[src/shared/caa_pkg.sv]
// Overview of operation
// - Wrap plus terminal-ready flags both transitions, interrupt
// - Dropping terminal-ready in wrap flags set-ready transition
// - Transmit mode in wrap flags clear-to-send transition
// - Modem interrupt clears by reset write
// - Control bit disables modem interrupts
// - 1.6 ms load fires between 1.4 and 1.8 ms
// - 0.2 s load fires between 180 and 220 ms
// - Timer high all ones starts 25 s timer
// - Timer low 01 clears high, fires within 1 ms
// - Timer low 01 from idle runs 0.78 ms
// - Timer high zero stops the timer
// - Timer high 80 hex times out at once
// - Timer interrupt clears by reset write
// - Empty transmit buffer raises output request; load clears
// - Receive clock shown running in wrap receive
// - Wrapped character arrives intact; read clears input request
// - No new input request while receive mode off
// - Unread character overwritten sets clearable overrun
// - All-zero character sets clearable invalid bit
// - Receive plus break in wrap sets break bit
// - Character length 8, 7, 6 or 5 bits
// - Terminal-ready, request-to-send, wrap give modem interrupt
// - Control register resets zero, set/reset commands OR/clear
// - Unknown command sets clearable machine check
package caa_pkg;

  // ==========================================================
  // Timing
  localparam int CLK_NS = 25;
  localparam int TICK_NS = 780000;
  localparam int TICK_CYC = TICK_NS / CLK_NS;
  localparam int BIT_CYC = 16;
  localparam int FIFO_W = 8;
  localparam int FIFO_DEPTH = 16;

  // ==========================================================
  // Command codes
  localparam logic [7:0] CMD_ACR_SET = 8'h01;
  localparam logic [7:0] CMD_ACR_RST = 8'h02;
  localparam logic [7:0] CMD_MCR_WR = 8'h03;
  localparam logic [7:0] CMD_TMR_HI = 8'h04;
  localparam logic [7:0] CMD_TMR_LO = 8'h05;
  localparam logic [7:0] CMD_TX_WR = 8'h06;
  localparam logic [7:0] CMD_RX_RD = 8'h07;
  localparam logic [7:0] CMD_BST_RST = 8'h08;
  localparam logic [7:0] CMD_AST_RST = 8'h09;
  localparam logic [7:0] CMD_ADP_RST = 8'h0A;
  localparam logic [7:0] CMD_SENSE = 8'h0B;

  // ==========================================================
  // Field positions and special values
  localparam int ACR_TX = 0;
  localparam int ACR_RX = 1;
  localparam int ACR_BRK = 2;
  localparam int ACR_LEN = 3;
  localparam int MCR_DTR = 0;
  localparam int MCR_RTS = 1;
  localparam int MCR_WRAP = 2;
  localparam int MCR_MDIS = 3;
  localparam int MSR_DSR = 0;
  localparam int MSR_CTS = 1;
  localparam int MSR_DSR_T = 2;
  localparam int MSR_CTS_T = 3;
  localparam int AST_OVR = 0;
  localparam int AST_INV = 1;
  localparam int AST_BRK = 2;
  localparam int AST_RCLK = 3;
  localparam int BST_MDM = 0;
  localparam int BST_TMR = 1;
  localparam int BST_OUT = 2;
  localparam int BST_IN = 3;
  localparam int BST_EXC = 4;
  localparam int BST_IRQ = 5;
  localparam int BST_MCK = 6;
  localparam int TMR_RUN_BIT = 7;
  localparam logic [7:0] TMR_STOP = 8'h00;
  localparam logic [7:0] TMR_NOW = 8'h80;
  localparam logic [7:0] ZERO8 = 8'h00;

  // ==========================================================
  // Types
  typedef struct packed {
    logic [7:0] code;
    logic [7:0] data;
  } caa_cmd_t;

  typedef struct packed {
    logic [7:0] acr;
    logic [7:0] mcr;
    logic [7:0] msr;
    logic [7:0] ast;
    logic [7:0] bst;
    logic [7:0] tmr_hi;
    logic [7:0] tmr_lo;
  } caa_stat_t;

  typedef enum logic [3:0] {
    SER_IDLE = 4'b0001,
    SER_START = 4'b0010,
    SER_DATA = 4'b0100,
    SER_STOP = 4'b1000
  } caa_ser_t;

endpackage

[src/hdl/caa_adapter.sv]
`timescale 1ns/1ps
// ==========================================================
// Transmit FIFO
module caa_fifo #(
  parameter int WIDTH = caa_pkg::FIFO_W,
  parameter int DEPTH = caa_pkg::FIFO_DEPTH
) (
  input wire logic clk_sys,
  input wire logic rstn,
  input wire logic clear,
  input wire logic [WIDTH-1:0] in_data,
  input wire logic in_valid,
  output logic in_ready,
  output logic [WIDTH-1:0] out_data,
  output logic out_valid,
  input wire logic out_ready
);
  localparam int AW = $clog2(DEPTH);
  logic [WIDTH-1:0] mem [DEPTH];
  logic [AW:0] wr_reg, wr_next, rd_reg, rd_next;
  logic push, pop;

  // Depth must be a power of two; the extra pointer bit tells full from empty.
  always_comb begin
    in_ready = !((wr_reg[AW] != rd_reg[AW]) && (wr_reg[AW-1:0] == rd_reg[AW-1:0]));
    out_valid = (wr_reg != rd_reg);
    out_data = mem[rd_reg[AW-1:0]];
    push = in_valid && in_ready;
    pop = out_valid && out_ready;
    wr_next = clear ? '0 : wr_reg + {{AW{1'b0}}, push};
    rd_next = clear ? '0 : rd_reg + {{AW{1'b0}}, pop};
  end

  // Pointers reset; storage needs no reset.
  always_ff @(posedge clk_sys or negedge rstn) begin
    if (!rstn) begin
      wr_reg <= '0;
      rd_reg <= '0;
    end else begin
      wr_reg <= wr_next;
      rd_reg <= rd_next;
    end
  end

  always_ff @(posedge clk_sys) begin
    if (push) begin
      mem[wr_reg[AW-1:0]] <= in_data;
    end
  end
endmodule // caa_fifo

// ==========================================================
// Console adapter
module caa_adapter #(
  parameter int TICK_CYCLES = caa_pkg::TICK_CYC,
  parameter int BIT_CYCLES = caa_pkg::BIT_CYC
) (
  input wire logic clk_sys,
  input wire logic rstn,
  input wire logic cmd_valid,
  input wire caa_pkg::caa_cmd_t cmd,
  output logic cmd_ready,
  output logic [7:0] rx_char,
  output caa_pkg::caa_stat_t stat,
  input wire logic serial_rxd,
  input wire logic dsr_in,
  input wire logic cts_in,
  output logic serial_txd,
  output logic dtr_out,
  output logic rts_out
);
  localparam int PW = $clog2(TICK_CYCLES + 1);
  localparam int BW = $clog2(BIT_CYCLES + 1);
  // Synchroniser rest levels {line, set-ready, clear-to-send}: the line idles high, the modem leads low.
  localparam logic [2:0] SYNC_REST = 3'b100;

  // Decodes one command code against the current request.
  function automatic logic hit(input logic v, input caa_pkg::caa_cmd_t c, input logic [7:0] code);
    return v && (c.code == code);
  endfunction

  // Character length from the two-bit field: 0 gives 8 bits, 3 gives 5.
  function automatic logic [3:0] char_bits(input logic [7:0] acr);
    return 4'd8 - {2'b00, acr[caa_pkg::ACR_LEN +: 2]};
  endfunction

  logic [7:0] acr_reg, acr_next, mcr_reg, mcr_next, ast_reg, ast_next, rx_buf_reg, rx_buf_next;
  logic mdm_int_reg, mdm_int_next, tmr_int_reg, tmr_int_next, mck_reg, mck_next;
  logic in_req_reg, in_req_next, dsr_t_reg, dsr_t_next, cts_t_reg, cts_t_next;
  logic dsr_prev_reg, dsr_prev_next, cts_prev_reg, cts_prev_next;
  logic [14:0] tcnt_reg, tcnt_next;
  logic [PW-1:0] pre_reg, pre_next;
  logic trun_reg, trun_next, tmr_fire;
  logic [2:0] sync1_reg, sync2_reg;
  caa_pkg::caa_ser_t tx_st_reg, tx_st_next, rx_st_reg, rx_st_next;
  logic [7:0] tx_sh_reg, tx_sh_next, rx_sh_reg, rx_sh_next;
  logic [3:0] tx_n_reg, tx_n_next, rx_n_reg, rx_n_next;
  logic [BW-1:0] tx_b_reg, tx_b_next, rx_b_reg, rx_b_next;
  logic txd_reg, txd_next, rx_done, rx_brk, rx_line;
  caa_pkg::caa_stat_t stat_next;
  logic adp_rst, wrap, dsr_eff, cts_eff, out_req, exc_req, valid_cmd;
  logic fifo_ready, fifo_valid, fifo_pop;
  logic [7:0] fifo_data;

  // ==========================================================
  // Pin synchronisers: first stage feeds only the second.
  always_ff @(posedge clk_sys or negedge rstn) begin
    if (!rstn) begin
      sync1_reg <= SYNC_REST;
      sync2_reg <= SYNC_REST;
    end else begin
      sync1_reg <= {serial_rxd, dsr_in, cts_in};
      sync2_reg <= sync1_reg;
    end
  end

  // ==========================================================
  // Decode of the command port and derived levels.
  always_comb begin
    adp_rst = hit(cmd_valid, cmd, caa_pkg::CMD_ADP_RST);
    valid_cmd = (cmd.code >= caa_pkg::CMD_ACR_SET) && (cmd.code <= caa_pkg::CMD_SENSE);
    wrap = mcr_reg[caa_pkg::MCR_WRAP];
    // In wrap the modem leads loop back inside the adapter.
    dsr_eff = wrap ? mcr_reg[caa_pkg::MCR_DTR] : sync2_reg[1];
    cts_eff = wrap ? (mcr_reg[caa_pkg::MCR_DTR] | mcr_reg[caa_pkg::MCR_RTS] | acr_reg[caa_pkg::ACR_TX])
                   : sync2_reg[0];
    out_req = acr_reg[caa_pkg::ACR_TX] && !fifo_valid && (tx_st_reg == caa_pkg::SER_IDLE);
    exc_req = ast_reg[caa_pkg::AST_OVR] | ast_reg[caa_pkg::AST_INV] | ast_reg[caa_pkg::AST_BRK];
    rx_line = wrap ? txd_reg : sync2_reg[2];
    // A full FIFO refuses a load; the refusal is visible on cmd_ready.
    cmd_ready = !hit(cmd_valid, cmd, caa_pkg::CMD_TX_WR) || fifo_ready;
  end

  // ==========================================================
  // Control and status flags. Hardware sets win over reset-write clears; adapter reset wins over hardware sets.
  always_comb begin
    acr_next = acr_reg;
    mcr_next = mcr_reg;
    ast_next = ast_reg;
    rx_buf_next = rx_buf_reg;
    mck_next = mck_reg;
    in_req_next = in_req_reg;
    mdm_int_next = mdm_int_reg;
    tmr_int_next = tmr_int_reg;
    dsr_t_next = dsr_t_reg;
    cts_t_next = cts_t_reg;
    dsr_prev_next = dsr_eff;
    cts_prev_next = cts_eff;
    if (hit(cmd_valid, cmd, caa_pkg::CMD_ACR_SET)) acr_next = acr_reg | cmd.data;
    if (hit(cmd_valid, cmd, caa_pkg::CMD_ACR_RST)) acr_next = acr_reg & ~cmd.data;
    if (hit(cmd_valid, cmd, caa_pkg::CMD_MCR_WR)) mcr_next = cmd.data;
    if (hit(cmd_valid, cmd, caa_pkg::CMD_RX_RD)) in_req_next = 1'b0;
    if (hit(cmd_valid, cmd, caa_pkg::CMD_AST_RST)) ast_next = ast_reg & ~cmd.data;
    if (hit(cmd_valid, cmd, caa_pkg::CMD_BST_RST)) begin
      if (cmd.data[caa_pkg::BST_MDM]) begin
        mdm_int_next = 1'b0;
        dsr_t_next = 1'b0;
        cts_t_next = 1'b0;
      end
      if (cmd.data[caa_pkg::BST_TMR]) tmr_int_next = 1'b0;
      if (cmd.data[caa_pkg::BST_MCK]) mck_next = 1'b0;
    end
    if (cmd_valid && !valid_cmd) mck_next = 1'b1;
    if (adp_rst) begin
      acr_next = caa_pkg::ZERO8;
      mcr_next = caa_pkg::ZERO8;
      ast_next = caa_pkg::ZERO8;
      in_req_next = 1'b0;
      mdm_int_next = 1'b0;
      tmr_int_next = 1'b0;
      dsr_t_next = 1'b0;
      cts_t_next = 1'b0;
      // Restart edge detection from the pin levels, so the reset itself leaves no transition.
      dsr_prev_next = sync2_reg[1];
      cts_prev_next = sync2_reg[0];
    end else begin
      // Lead changes latch a transition and, unless masked, a modem interrupt.
      if (dsr_eff != dsr_prev_reg) dsr_t_next = 1'b1;
      if (cts_eff != cts_prev_reg) cts_t_next = 1'b1;
      if (((dsr_eff != dsr_prev_reg) || (cts_eff != cts_prev_reg)) && !mcr_reg[caa_pkg::MCR_MDIS]) begin
        mdm_int_next = 1'b1;
      end
      if (tmr_fire) tmr_int_next = 1'b1;
      if (rx_done && acr_reg[caa_pkg::ACR_RX]) begin
        rx_buf_next = rx_sh_reg;
        in_req_next = 1'b1;
        if (in_req_reg && !hit(cmd_valid, cmd, caa_pkg::CMD_RX_RD)) ast_next[caa_pkg::AST_OVR] = 1'b1;
        if (rx_sh_reg == caa_pkg::ZERO8) ast_next[caa_pkg::AST_INV] = 1'b1;
      end
      if (rx_brk && acr_reg[caa_pkg::ACR_RX]) ast_next[caa_pkg::AST_BRK] = 1'b1;
    end
    ast_next[caa_pkg::AST_RCLK] = acr_next[caa_pkg::ACR_RX] && mcr_next[caa_pkg::MCR_WRAP];
  end

  always_ff @(posedge clk_sys or negedge rstn) begin
    if (!rstn) begin
      acr_reg <= caa_pkg::ZERO8;
      mcr_reg <= caa_pkg::ZERO8;
      ast_reg <= caa_pkg::ZERO8;
      rx_buf_reg <= caa_pkg::ZERO8;
      mck_reg <= 1'b0;
      in_req_reg <= 1'b0;
      mdm_int_reg <= 1'b0;
      tmr_int_reg <= 1'b0;
      dsr_t_reg <= 1'b0;
      cts_t_reg <= 1'b0;
      dsr_prev_reg <= 1'b0;
      cts_prev_reg <= 1'b0;
    end else begin
      acr_reg <= acr_next;
      mcr_reg <= mcr_next;
      ast_reg <= ast_next;
      rx_buf_reg <= rx_buf_next;
      mck_reg <= mck_next;
      in_req_reg <= in_req_next;
      mdm_int_reg <= mdm_int_next;
      tmr_int_reg <= tmr_int_next;
      dsr_t_reg <= dsr_t_next;
      cts_t_reg <= cts_t_next;
      dsr_prev_reg <= dsr_prev_next;
      cts_prev_reg <= cts_prev_next;
    end
  end

  // ==========================================================
  // Interval timer: 15-bit count of 0.78 ms ticks, high bit 7 reads as the run
  // flag. High 00 stops, high 80 fires at once, low write clears the high half.
  always_comb begin
    tcnt_next = tcnt_reg;
    trun_next = trun_reg;
    pre_next = pre_reg;
    tmr_fire = 1'b0;
    if (trun_reg) begin
      if (pre_reg == PW'(TICK_CYCLES - 1)) begin
        pre_next = '0;
        tcnt_next = tcnt_reg - 15'd1;
        if (tcnt_reg == 15'd1) begin
          tmr_fire = 1'b1;
          trun_next = 1'b0;
        end
      end else begin
        pre_next = pre_reg + PW'(1);
      end
    end
    if (hit(cmd_valid, cmd, caa_pkg::CMD_TMR_HI)) begin
      pre_next = '0;
      tcnt_next = {cmd.data[6:0], tcnt_reg[7:0]};
      trun_next = (tcnt_next != 15'd0);
      if (cmd.data == caa_pkg::TMR_STOP) trun_next = 1'b0;
      if (cmd.data == caa_pkg::TMR_NOW) begin
        tmr_fire = 1'b1;
        trun_next = 1'b0;
      end
    end
    if (hit(cmd_valid, cmd, caa_pkg::CMD_TMR_LO)) begin
      // Loading the low half drops whatever the high half held.
      pre_next = '0;
      tcnt_next = {7'd0, cmd.data};
      trun_next = (cmd.data != caa_pkg::ZERO8);
    end
    if (adp_rst) begin
      trun_next = 1'b0;
      tcnt_next = 15'd0;
      tmr_fire = 1'b0;
    end
  end

  always_ff @(posedge clk_sys or negedge rstn) begin
    if (!rstn) begin
      tcnt_reg <= 15'd0;
      pre_reg <= '0;
      trun_reg <= 1'b0;
    end else begin
      tcnt_reg <= tcnt_next;
      pre_reg <= pre_next;
      trun_reg <= trun_next;
    end
  end

  // ==========================================================
  // Transmit buffer. Sixteen deep so software can run ahead of the line.
  caa_fifo #(.WIDTH(caa_pkg::FIFO_W), .DEPTH(caa_pkg::FIFO_DEPTH)) u_txq (
    .clk_sys(clk_sys),
    .rstn(rstn),
    .clear(adp_rst),
    .in_data(cmd.data),
    .in_valid(hit(cmd_valid, cmd, caa_pkg::CMD_TX_WR)),
    .in_ready(fifo_ready),
    .out_data(fifo_data),
    .out_valid(fifo_valid),
    .out_ready(fifo_pop)
  );

  // ==========================================================
  // Serialiser: start bit, data LSB first, one stop bit. Break holds low.
  always_comb begin
    tx_st_next = tx_st_reg;
    tx_sh_next = tx_sh_reg;
    tx_n_next = tx_n_reg;
    tx_b_next = (tx_b_reg == '0) ? '0 : tx_b_reg - BW'(1);
    txd_next = txd_reg;
    fifo_pop = (tx_st_reg == caa_pkg::SER_IDLE) && acr_reg[caa_pkg::ACR_TX] && !adp_rst;
    unique case (tx_st_reg)
      caa_pkg::SER_IDLE: begin
        txd_next = 1'b1;
        if (fifo_pop && fifo_valid) begin
          tx_sh_next = fifo_data;
          tx_n_next = char_bits(acr_reg);
          tx_b_next = BW'(BIT_CYCLES - 1);
          txd_next = 1'b0;
          tx_st_next = caa_pkg::SER_START;
        end
      end
      caa_pkg::SER_START: if (tx_b_reg == '0) begin
        txd_next = tx_sh_reg[0];
        tx_sh_next = tx_sh_reg >> 1;
        tx_n_next = tx_n_reg - 4'd1;
        tx_b_next = BW'(BIT_CYCLES - 1);
        tx_st_next = caa_pkg::SER_DATA;
      end
      caa_pkg::SER_DATA: if (tx_b_reg == '0) begin
        tx_b_next = BW'(BIT_CYCLES - 1);
        if (tx_n_reg == 4'd0) begin
          txd_next = 1'b1;
          tx_st_next = caa_pkg::SER_STOP;
        end else begin
          txd_next = tx_sh_reg[0];
          tx_sh_next = tx_sh_reg >> 1;
          tx_n_next = tx_n_reg - 4'd1;
        end
      end
      caa_pkg::SER_STOP: if (tx_b_reg == '0) tx_st_next = caa_pkg::SER_IDLE;
    endcase
    if (acr_reg[caa_pkg::ACR_BRK]) txd_next = 1'b0;
    if (adp_rst) tx_st_next = caa_pkg::SER_IDLE;
  end

  always_ff @(posedge clk_sys or negedge rstn) begin
    if (!rstn) begin
      tx_st_reg <= caa_pkg::SER_IDLE;
      tx_sh_reg <= caa_pkg::ZERO8;
      tx_n_reg <= 4'd0;
      tx_b_reg <= '0;
      txd_reg <= 1'b1;
    end else begin
      tx_st_reg <= tx_st_next;
      tx_sh_reg <= tx_sh_next;
      tx_n_reg <= tx_n_next;
      tx_b_reg <= tx_b_next;
      txd_reg <= txd_next;
    end
  end

  // ==========================================================
  // Receiver: samples mid-bit; a low stop bit after all-zero data is a break, and a low stop bit is never a character.
  always_comb begin
    rx_st_next = rx_st_reg;
    rx_sh_next = rx_sh_reg;
    rx_n_next = rx_n_reg;
    rx_b_next = (rx_b_reg == '0) ? '0 : rx_b_reg - BW'(1);
    rx_done = 1'b0;
    rx_brk = 1'b0;
    unique case (rx_st_reg)
      caa_pkg::SER_IDLE: if (!rx_line) begin
        rx_b_next = BW'(BIT_CYCLES / 2);
        rx_st_next = caa_pkg::SER_START;
      end
      caa_pkg::SER_START: if (rx_b_reg == '0) begin
        rx_b_next = BW'(BIT_CYCLES - 1);
        rx_n_next = char_bits(acr_reg);
        rx_sh_next = caa_pkg::ZERO8;
        rx_st_next = rx_line ? caa_pkg::SER_IDLE : caa_pkg::SER_DATA;
      end
      caa_pkg::SER_DATA: if (rx_b_reg == '0) begin
        rx_b_next = BW'(BIT_CYCLES - 1);
        rx_sh_next = {rx_line, rx_sh_reg[7:1]};
        rx_n_next = rx_n_reg - 4'd1;
        if (rx_n_reg == 4'd1) begin
          // Right-align the shorter characters.
          rx_sh_next = {rx_line, rx_sh_reg[7:1]} >> (4'd8 - char_bits(acr_reg));
          rx_st_next = caa_pkg::SER_STOP;
        end
      end
      caa_pkg::SER_STOP: if (rx_b_reg == '0) begin
        rx_done = rx_line;
        rx_brk = !rx_line && (rx_sh_reg == caa_pkg::ZERO8);
        rx_st_next = caa_pkg::SER_IDLE;
      end
    endcase
    // Receive mode off aborts any frame, so no character can land.
    if (!acr_reg[caa_pkg::ACR_RX] || adp_rst) rx_st_next = caa_pkg::SER_IDLE;
  end

  always_ff @(posedge clk_sys or negedge rstn) begin
    if (!rstn) begin
      rx_st_reg <= caa_pkg::SER_IDLE;
      rx_sh_reg <= caa_pkg::ZERO8;
      rx_n_reg <= 4'd0;
      rx_b_reg <= '0;
    end else begin
      rx_st_reg <= rx_st_next;
      rx_sh_reg <= rx_sh_next;
      rx_n_reg <= rx_n_next;
      rx_b_reg <= rx_b_next;
    end
  end

  // ==========================================================
  // Status outputs, registered one cycle behind the internal state.
  always_comb begin
    stat_next.acr = acr_reg;
    stat_next.mcr = mcr_reg;
    stat_next.msr = {4'h0, cts_t_reg, dsr_t_reg, cts_eff, dsr_eff};
    stat_next.ast = ast_reg;
    stat_next.bst = {1'b0, mck_reg,
                     mdm_int_reg | tmr_int_reg | out_req | in_req_reg | exc_req | mck_reg,
                     exc_req, in_req_reg, out_req, tmr_int_reg, mdm_int_reg};
    stat_next.tmr_hi = {trun_reg, tcnt_reg[14:8]};
    stat_next.tmr_lo = tcnt_reg[7:0];
  end

  always_ff @(posedge clk_sys or negedge rstn) begin
    if (!rstn) begin
      stat <= '0;
      rx_char <= caa_pkg::ZERO8;
      serial_txd <= 1'b1;
      dtr_out <= 1'b0;
      rts_out <= 1'b0;
    end else begin
      stat <= stat_next;
      rx_char <= rx_buf_reg;
      serial_txd <= txd_reg;
      dtr_out <= mcr_reg[caa_pkg::MCR_DTR];
      rts_out <= mcr_reg[caa_pkg::MCR_RTS];
    end
  end
endmodule // caa_adapter

[config.mk]
export PLATFORM = sky130hd
export DESIGN_NAME = caa_adapter
export DESIGN_NICKNAME = d
export VERILOG_FILES = /design/src/shared/caa_pkg.sv /design/src/hdl/caa_adapter.sv
export SDC_FILE = /design/constraint.sdc
export NUM_CORES = 1
export LEC_CHECK = 0
export BUFFER_PORTS_ARGS = -buffer_cell sky130_fd_sc_hd__clkbuf_2
export CAP_MARGIN = 20
export CORE_MARGIN = 3
export CORE_UTILIZATION = 40
export CTS_BUF_LIST = sky130_fd_sc_hd__clkbuf_8 sky130_fd_sc_hd__clkbuf_16
export CTS_CLUSTER_SIZE = 30
export DETAILED_ROUTE_END_ITERATION = 12
export HOLD_SLACK_MARGIN = 0.02
export SYNTH_ARGS = -nofsm -noshare
export SYNTH_HDL_FRONTEND = slang
export SYNTH_SLANG_ARGS = --single-unit
[constraint.sdc]
create_clock -name clk_sys -period 2.8 [get_ports clk_sys]
set_clock_uncertainty 0.15 [all_clocks]
set_input_delay 0.14 -clock clk_sys [delete_from_list [all_inputs] [get_ports clk_sys]]
set_output_delay 0.14 -clock clk_sys [all_outputs]
set_load 0.02 [all_outputs]
=== Word level (Yosys, flattened, before mapping) ===
Memory sizes are Yosys's and may differ from the RTL's.
Cells that the tools add are included.
Widths: inputs -> output; s select.

* Bits in registers: 192
* Memory bits (writable): 128
* Bits of input ports: 22
* Output and inout port bits: 68
* Word-level logic and storage cells: 312
* Memories kept: 1

* $add $sub $neg: 10
* $lt $le $gt $ge: 2
* Equality and inequality tests: 46
* Shifts and indexed selects: 1
* Muxes and demuxes: 112
* Bitwise logic cells: 14
* Reductions and logical operators: 82

{| class="wikitable"
|+ Memory list
! name !! depth !! width !! rd ports !! clocked after Yosys merged registers in !! write ports !! line !! text
|-
| u_txq.mem || 16 || 8 || 1 || 0 || 1 || caa_adapter.sv:19 || <nowiki>logic [WIDTH-1:0] mem [DEPTH];</nowiki>
|}

{| class="wikitable"
|+ Operators by type and width
! kind !! number
|-
| $mux 15 || 9
|-
| $mux 8 || 13
|-
| $mux 4 || 18
|-
| $mux 1 || 51
|-
| $mux 5 || 9
|-
| $reduce_bool 3->1 || 15
|-
| $ne 3x3->1 const B || 11
|-
| $eq 8x3->1 const B || 4
|-
| $pmux 4 s4 || 2
|-
| $logic_and 1x1->1 || 25
|-
| $eq 8x4->1 const B || 3
|-
| $pmux 8 s3 || 1
|-
| $pmux 5 s2 || 2
|-
| $and 8x8->8 || 2
|-
| $eq 8x2->1 const B || 2
|-
| $logic_not 8->1 || 2
|-
| $pmux 8 s2 || 1
|-
| $add 15x1->15 const B || 1
|-
| $eq 15x1->1 const B || 1
|-
| $eq 15x15->1 const B || 1
|-
| $reduce_and 5->1 || 3
|-
| $reduce_bool 15->1 || 1
|-
| $sub 15x1->15 const B || 1
|-
| $reduce_and 2->1 || 7
|-
| other kinds (38) || 82
|}

=== Depth between registers and ports, before layout ===
Gate-level depths: netlist of the first run.

* Depth after elaboration: 9
* Gate-level depth with buffers: 11
* Depth with buffers taken out: 9

=== Hierarchy ===
Synthesis of the first run repeated with hierarchy kept, for this count alone.

* Cells, all modules: 1078
* Area, all modules: 13685.6 sq um

{| class="wikitable"
|+ Modules (own cells, without submodules)
! module !! times used !! cells each !! area each (sq um)
|-
| caa_adapter || 1 || 770 || 8060.2
|-
| caa_fifo || 1 || 308 || 5625.4
|}

=== Worst setup path after synthesis of the first run ===
No wires, ideal clock.

* Path kind: register to register
* Start: register u_txq.rd_reg[1]
* End: register u_txq.rd_reg[4]
* Data arrival time: 2.308 ns
* Slack: 0.210 ns
* Stages on the path, launching flop included: 12
* Path buffers: 2
* Path through: dfrtp_1 clkbuf_1 xor2_1 nor4_1 a211o_1 buf_4 inv_2 ha_1 ha_1 nand3_1 xor2_1 nor2_1

* Word-level cells in the longest chain between the ends: 4

{| class="wikitable"
|+ Ends and longest elaborated chain
! what !! line !! text
|-
| from (decl) || caa_adapter.sv:20 || <nowiki>logic [AW:0] wr_reg, wr_next, rd_reg, rd_next;</nowiki>
|-
| from (signal assigned) || caa_adapter.sv:41 || <nowiki>rd_reg <= rd_next;</nowiki>
|-
| $ne 5x5->1 || caa_adapter.sv:26 || <nowiki>out_valid = (wr_reg != rd_reg);</nowiki>
|-
| $logic_and 1x1->1 || caa_adapter.sv:29 || <nowiki>pop = out_valid && out_ready;</nowiki>
|-
| $add 5x1->5 (*) || caa_adapter.sv:31 || <nowiki>rd_next = clear ? '0 : rd_reg + {{AW{1'b0}}, pop};</nowiki>
|-
| $mux 5 (*) || caa_adapter.sv:31 ||
|-
| net u_txq.rd_next[4] || caa_adapter.sv:20 ||
|}

The timed path passes the listed nets; every way through them passes the cells marked *.
A chain may end at the register's enable or synchronous reset.

=== Final worst setup path of the first run ===
* Start: input cmd[9] (netlist name)
* End: memory u_txq.mem[12][2] (netlist name) (enable)

* Word-level cells in the longest chain between the ends: 5

{| class="wikitable"
|+ Ends and longest elaborated chain
! what !! line !! text
|-
| from (decl) || caa_adapter.sv:61 || <nowiki>input wire caa_pkg::caa_cmd_t cmd,</nowiki>
|-
| $eq 8x3->1 || caa_adapter.sv:79 || <nowiki>return v && (c.code == code);</nowiki>
|-
| $logic_and 1x1->1 || caa_adapter.sv:79 ||
|-
| $logic_and 1x1->1 || caa_adapter.sv:28 || <nowiki>push = in_valid && in_ready;</nowiki>
|-
| $mux 1 || caa_adapter.sv:46 || <nowiki>if (push) begin</nowiki>
|-
| $mux 1 (not written as such) || caa_adapter.sv:47 || <nowiki>mem[wr_reg[AW-1:0]] <= in_data;</nowiki>
|-
| to (decl) || caa_adapter.sv:19 ||
|}

No other way between the ends.

==> results of run 1 <==
[where the power goes]
group	leakage [nW]	total [mW]	internal (mW)	switching (mW)
logic	2.37	1.83	0.783	1.04
registers	3.48	5.58	5.22	0.363
clock network	0.550	4.18	2.41	1.77
[metal layers]
| metal | routed length (um) | global-route usage | vias up |
|---|---|---|---|
| li1 | - | - | 3988 |
| met1 | 14300 | 0.252 | 4276 |
| met2 | 14500 | 0.278 | 204 |
| met3 | 1400 | 0.0257 | 47 |
| met4 | 654 | 0.0490 | 0 |
| met5 | 0 | 0 | - |
[final cells by class]
class                           instances  area share
Inverter                               33     0.00785
Clock inverter                         23     0.00864
Tap cell                              442      0.0350
Multi-Input combinational cell        589       0.278
Timing Repair Buffer                  160      0.0675
Clock buffer                           37      0.0572
Sequential cell                       318       0.545
[worst max path at each step]
stage               startpoint               end  cells past startpoint
2_1_floorplan  u_txq.rd_reg[1]   u_txq.rd_reg[4]                     11
3_3_place_gp           cmd[13]   u_txq.mem[0][2]                      7
3_5_place_dp           cmd[13]  u_txq.mem[12][2]                      7
4_1_cts            rx_b_reg[0]     rx_buf_reg[2]                      6
5_1_grt            rx_b_reg[0]     rx_buf_reg[2]                      6
6_report                cmd[9]  u_txq.mem[12][2]                      8
[logic make-up after synthesis]
| kind of cell | share of synthesized area |
|---|---|
| AO/OA/AOI/OAI | 0.0950 |
| XOR/XNOR | 0.0255 |
| AND/OR/NAND/NOR | 0.120 |
| adder cells (fa/ha/maj) | 0.0122 |
| other | 0.000280 |
| buffers and inverters | 0.0297 |
| multiplexers | 0.0740 |
| flip-flops | 0.643 |
[through the flow]
stage | hold slack [ns] | util | instances
floorplan | -0.306 | - | 995
global placement | -0.0178 | 0.445 | 1526
detailed placement | -0.0108 | 0.445 | 1526
CTS | 0.0226 | 0.481 | 1602
global route | 0.0457 | 0.481 | 1602
finish | 0.0272 | 0.481 | 1602
[layout by cell type, fill, tap and decap left out, types with 35 or more instances in the layout]
cell type,synthesis,routed
buf_4,8,58
nor2_1,75,75
a21oi_1,42,42
dfrtp_1,184,183
clkbuf_2,2,83
nand3_1,37,37
clkbuf_16,0,35
nand2_1,60,60
inv_1,32,43
edfxtp_1,128,128
[worst register-to-register path, delay by kind of cell (launching register included)]
kind / cells / cell delay, ns
AND/OR/NAND/NOR: 3 / 1.14
multiplexers: 1 / 0.41
adder cells (fa/ha/maj): 1 / 0.22
flip-flops: 1 / 0.39
buffers and inverters: 1 / 0.06
==> flow_summary.yaml, run 1 <==
global_route:
  grtUsageTotal: 0.174
  antenna_found_initial: 0
  grt_pass1_wl_mm: 49.0
  grt_overflow: 0
  grt_max_degree: 78
  grt_pass1_vias: 8585
drt:
  dr.first_iter.drc_count: 678
  drc: 0
  via_per_inst: 5.32
  wl_per_cell_um: 19.2
  dr.pass1.iters: 5
  drtAntennaViolNets: 0
  wl_mm: 30.8
  vias: 8515
sta:
  fin_setup_tns_ns: 0
  slew_viol_final: 0
  hold_viol_final: 0
  relSlewSlack: 0.359
  period_share: 0.893
  finalSetupViolCount: 0
  max_freq_ghz: 0.400
  fin_ws_ns: 0.300
  period_minus_slack_ns: 2.50
  worst_pin_slew_ns: 0.957
  rsz0062_at_grt: "false"
finish:
  fin_area_um2: 15800
  multiInputGateArea_um2: 4390
  area_growth_pct: 18.0
  drive_gt1_frac: 0.236
  largest_register_ff_count: 128
  fillers: 2895
  nets: 1172
  diodes: 0
  seqCellArea_um2: 8610
power:
  power_mw: 11.6
  p_per_area_nw_per_um2: 735
  vdd_drop_max_mv: 0.433
  p_leak_nw: 6.40
synthesis:
  yosys-top-cells-area: "dfrtp_1, edfxtp_1, mux4_2"
  synth_warnings: 0
  synth_most_common_cell: "dfrtp_1"
  yosysUniqueCellTypes: 80
  ys.flop_type: "dfrtp_1"
  synth_area_um2: 13400
  syn_avg_cell_area_um2: 13.5
  ys_seq_area_frac: 0.643
  synth_top_area_cell: "dfrtp_1"
  synth_edf_count: 128
  synth_seq_cells: 318
  synth_cells: 991
  ys_async_sr_fraction: 0.597
  synth_common_cells: "dfrtp_1, edfxtp_1, nor2_1"
  synth_top_area_share: 0.344
floorplanning:
  die_x_um: 189
  coreArea_um2: 32800
  start_util: 0.408
  ios: 90
  die_y_um: 189
  die-area_um2: 35700
  rows: 66
setup_path:
  end_kind: "register"
  worst_r2r_path_depth: 6
  critPathSlowestCell: "dlygate4sd3_1"
  cp.required_ns: 2.85
  cp-start-kind: "primary input"
  critPathMaxStageDelay_ns: 0.53
  path_delay_family: "simple AND/OR/NAND/NOR gates"
  r2r_setup_slack_ns: 0.31
  path_buf_inv: 3
  path_cells: "dlygate4sd3_1 -> clkbuf_2 -> or2b_2 -> nor3_4 -> a21boi_2 -> or3b_4 -> nor2_1 -> buf_4"
  timing.rr.end: "rx_buf_reg[2]"
  r2r_start: "rx_b_reg[0]"
  arrival_ns: 2.55
  critPathKind: "primary input to register"
  critPathMaxFanout: 8
clock_tree:
  postCtsHoldBufs: 16
  numCtsBuffers: 35
  clk_latency_ns: 0.51
  root_buffer: "clkbuf_16"
  h-tree-depth: 2
  cts_sinks: 318
  cts_tree: "built"
  cts_setup_buffers: 0
  clockBufferDepth: 3
  cts_resized: 0
  clkSlewWorstSetupHoldPaths_ns: 0.06
min_path:
  min_path_type: "primary input to register"
  worstHoldPathCells: 2
  min-delay-start: "cmd[5]"
  hold_end: "ast_reg[5]"
placed_design:
  place_congestion: 0.827
  io_buffers: 84
  hpwl_mm: 20.6
  pre_cts_ws_ns: 0.224
  dpl-instance-area_um2: 14600
job:
  max_cap_viol_count: 0
run_status:
  outcome: "finished clean"
(Power assumes the default switching activity.)
==> inputs of run 2 (changes only) <==
--- a/config.mk
+++ b/config.mk
@@ -9,10 +9,10 @@
 export CAP_MARGIN = 20
 export CORE_MARGIN = 3
 export CORE_UTILIZATION = 40
-export CTS_BUF_LIST = sky130_fd_sc_hd__clkbuf_8 sky130_fd_sc_hd__clkbuf_16
 export CTS_CLUSTER_SIZE = 30
 export DETAILED_ROUTE_END_ITERATION = 12
 export HOLD_SLACK_MARGIN = 0.02
+export PLACE_DENSITY = 0.69
 export SYNTH_ARGS = -nofsm -noshare
 export SYNTH_HDL_FRONTEND = slang
 export SYNTH_SLANG_ARGS = --single-unit
==> run 2 against run 1 <==
Effect of this change:
- combinational power is 3% lower
- highest routed layer unchanged
- die area stayed put
- maximum frequency is 1.3% higher
- count of clock-buffer cells in the layout is 8 higher
- wire length is 2.0% lower
- final cell count is 0.25% lower
- non-clock buffer count is 9 lower
==> flow_summary.yaml, run 2 (same netlist as run 1, synthesis figures left out) <==
clock_tree:
  clk_latency_ns: 0.52
  cts_sinks: 318
  clkSlewWorstSetupHoldPaths_ns: 0.06
  cts_tree: "built"
  root_buffer: "clkbuf_16"
  numCtsBuffers: 36
  clockBufferDepth: 3
  h-tree-depth: 2
sta:
  fin_setup_tns_ns: 0
  period_share: 0.882
  period_minus_slack_ns: 2.47
  hold_viol_final: 0
  max_freq_ghz: 0.405
  finalSetupViolCount: 0
  relSlewSlack: 0.365
  worst_pin_slew_ns: 0.948
  slew_viol_final: 0
  rsz0062_at_grt: "false"
finish:
  diodes: 0
  fin_cells: 1598
  fillers: 2857
  layout_commonest_cell: "dfrtp_1"
  area_growth_pct: 18.9
  largest_register_ff_count: 128
  final_cell_mix: "dfrtp_1, edfxtp_1, clkbuf_2"
  drive_gt1_frac: 0.241
  nets: 1164
placed_design:
  hpwl_mm: 19.8
  post-place-cells: 1520
  place_congestion: 0.857
  io_buffers: 84
floorplanning:
  coreArea_um2: 32800
  start_util: 0.408
  die-area_um2: 35700
  ios: 90
  rows: 66
  die_y_um: 189
  die_x_um: 189
global_route:
  antenna_found_initial: 0
  grt_overflow: 0
  grt_max_degree: 81
  grtUsageTotal: 0.171
  grt_pass1_wl_mm: 49.0
  grt_pass1_vias: 8894
run_status:
  outcome: "finished clean"
setup_path:
  critPathMaxStageDelay_ns: 0.52
  critPathMaxFanout: 8
  critPathKind: "primary input to register"
  end_kind: "register"
  worst_r2r_path_depth: 6
  cp.depth: 8
  arrival_ns: 2.54
  r2r_setup_slack_ns: 0.33
  critPathSlowestCell: "dlygate4sd3_1"
  cp-start-kind: "primary input"
  cp.required_ns: 2.87
  path_cells: "dlygate4sd3_1 -> clkbuf_2 -> or2b_2 -> nor3_4 -> a21boi_2 -> or3b_4 -> nor2_1 -> buf_4"
  path_delay_family: "simple AND/OR/NAND/NOR gates"
  path_buf_inv: 3
power:
  p_per_area_nw_per_um2: 766
  p_leak_nw: 6.42
  vdd_drop_max_mv: 0.399
  power_mw: 12.2
drt:
  vias: 8664
  met2_length_mm: 14.5
  drc: 0
  wl_mm: 30.2
  met3_length_mm: 1.51
  via_per_inst: 5.42
  wl_met1_mm: 13.3
  dr.pass1.iters: 5
  drtAntennaViolNets: 0
  dr.first_iter.drc_count: 689
  wl_per_cell_um: 18.9
  top_layer_used: "met4"
job:
  max_cap_viol_count: 0
min_path:
  worstHoldPathCells: 1
  min_path_type: "primary input to register"
==> run 2: cell count changes in the layout (fill, tap and decap cells not counted), sizes merged <==
cell	change
inv	-9
clkbuf	+8
buf	-5
clkinv	+5
dlygate4sd3	-4
bufinv	+3
clkinvlp	-2
==> run 2: worst reg2reg max path: cells and delay by family, from the launching register on <==
family / cells / cell delay [ns]
fa+ha+maj: 1 / 0.21
mux: 1 / 0.41
buf+inv: 1 / 0.07
simple gates: 3 / 1.10
flops: 1 / 0.40
==> run 2: what timing repair did <==
action	CTS	global route
buffers inserted	0	0
gates resized for setup	0	0
hold buffers	12	0
hold endpoints to repair	126	0
==> run 2: stage by stage <==
stage | hold slack [ns] | worst slack, ns | instance area, um2 | utilization
2_1_floorplan | -0.306 | 0.210 | 13400 | -
3_3_place_gp | 0.0763 | 0.276 | 14500 | 0.444
3_5_place_dp | 0.0776 | 0.244 | 14500 | 0.444
4_1_cts | 0.0237 | 0.268 | 15900 | 0.485
5_1_grt | 0.0638 | 0.0884 | 15900 | 0.485
6_report | 0.0319 | 0.332 | 15900 | 0.485
==> run 2: layer usage <==
layer,vias to the layer above,track usage
li1,3969,-
met1,4384,0.239
met2,243,0.275
met3,68,0.0252
met4,0,0.0607
met5,-,0
==> run 2: cell type report <==
type | instances | area, um2 | share of cell area
sequential | 318 | 8610 | 0.541
multi-input combinational | 589 | 4390 | 0.276
timing repair buffer | 151 | 1000 | 0.0629
clock buffer | 45 | 995 | 0.0626
tap | 442 | 553 | 0.0348
clock inverter | 20 | 228 | 0.0143
inverter | 33 | 124 | 0.00779
==> run 2: final timing paths <==
kind / start / to
setup reg to reg: rx_b_reg[0] / rx_buf_reg[4]
setup / recovery: cmd[9] / u_txq.mem[8][3]
max in group asynchronous: rstn / sync2_reg[2]
min in group asynchronous: rstn / stat[51]
hold / removal: cmd[1] / u_txq.mem[1][1]
hold reg to reg: ast_reg[3] / stat[27]
==> run 2: report_power, final <==
group	switching (mW)	internal, mW	leakage, nW	total [mW]
Sequential	0.393	5.22	3.48	5.61
Combinational	1.02	0.764	2.33	1.78
Clock	1.88	2.91	0.608	4.78
Total	3.29	8.89	6.42	12.2
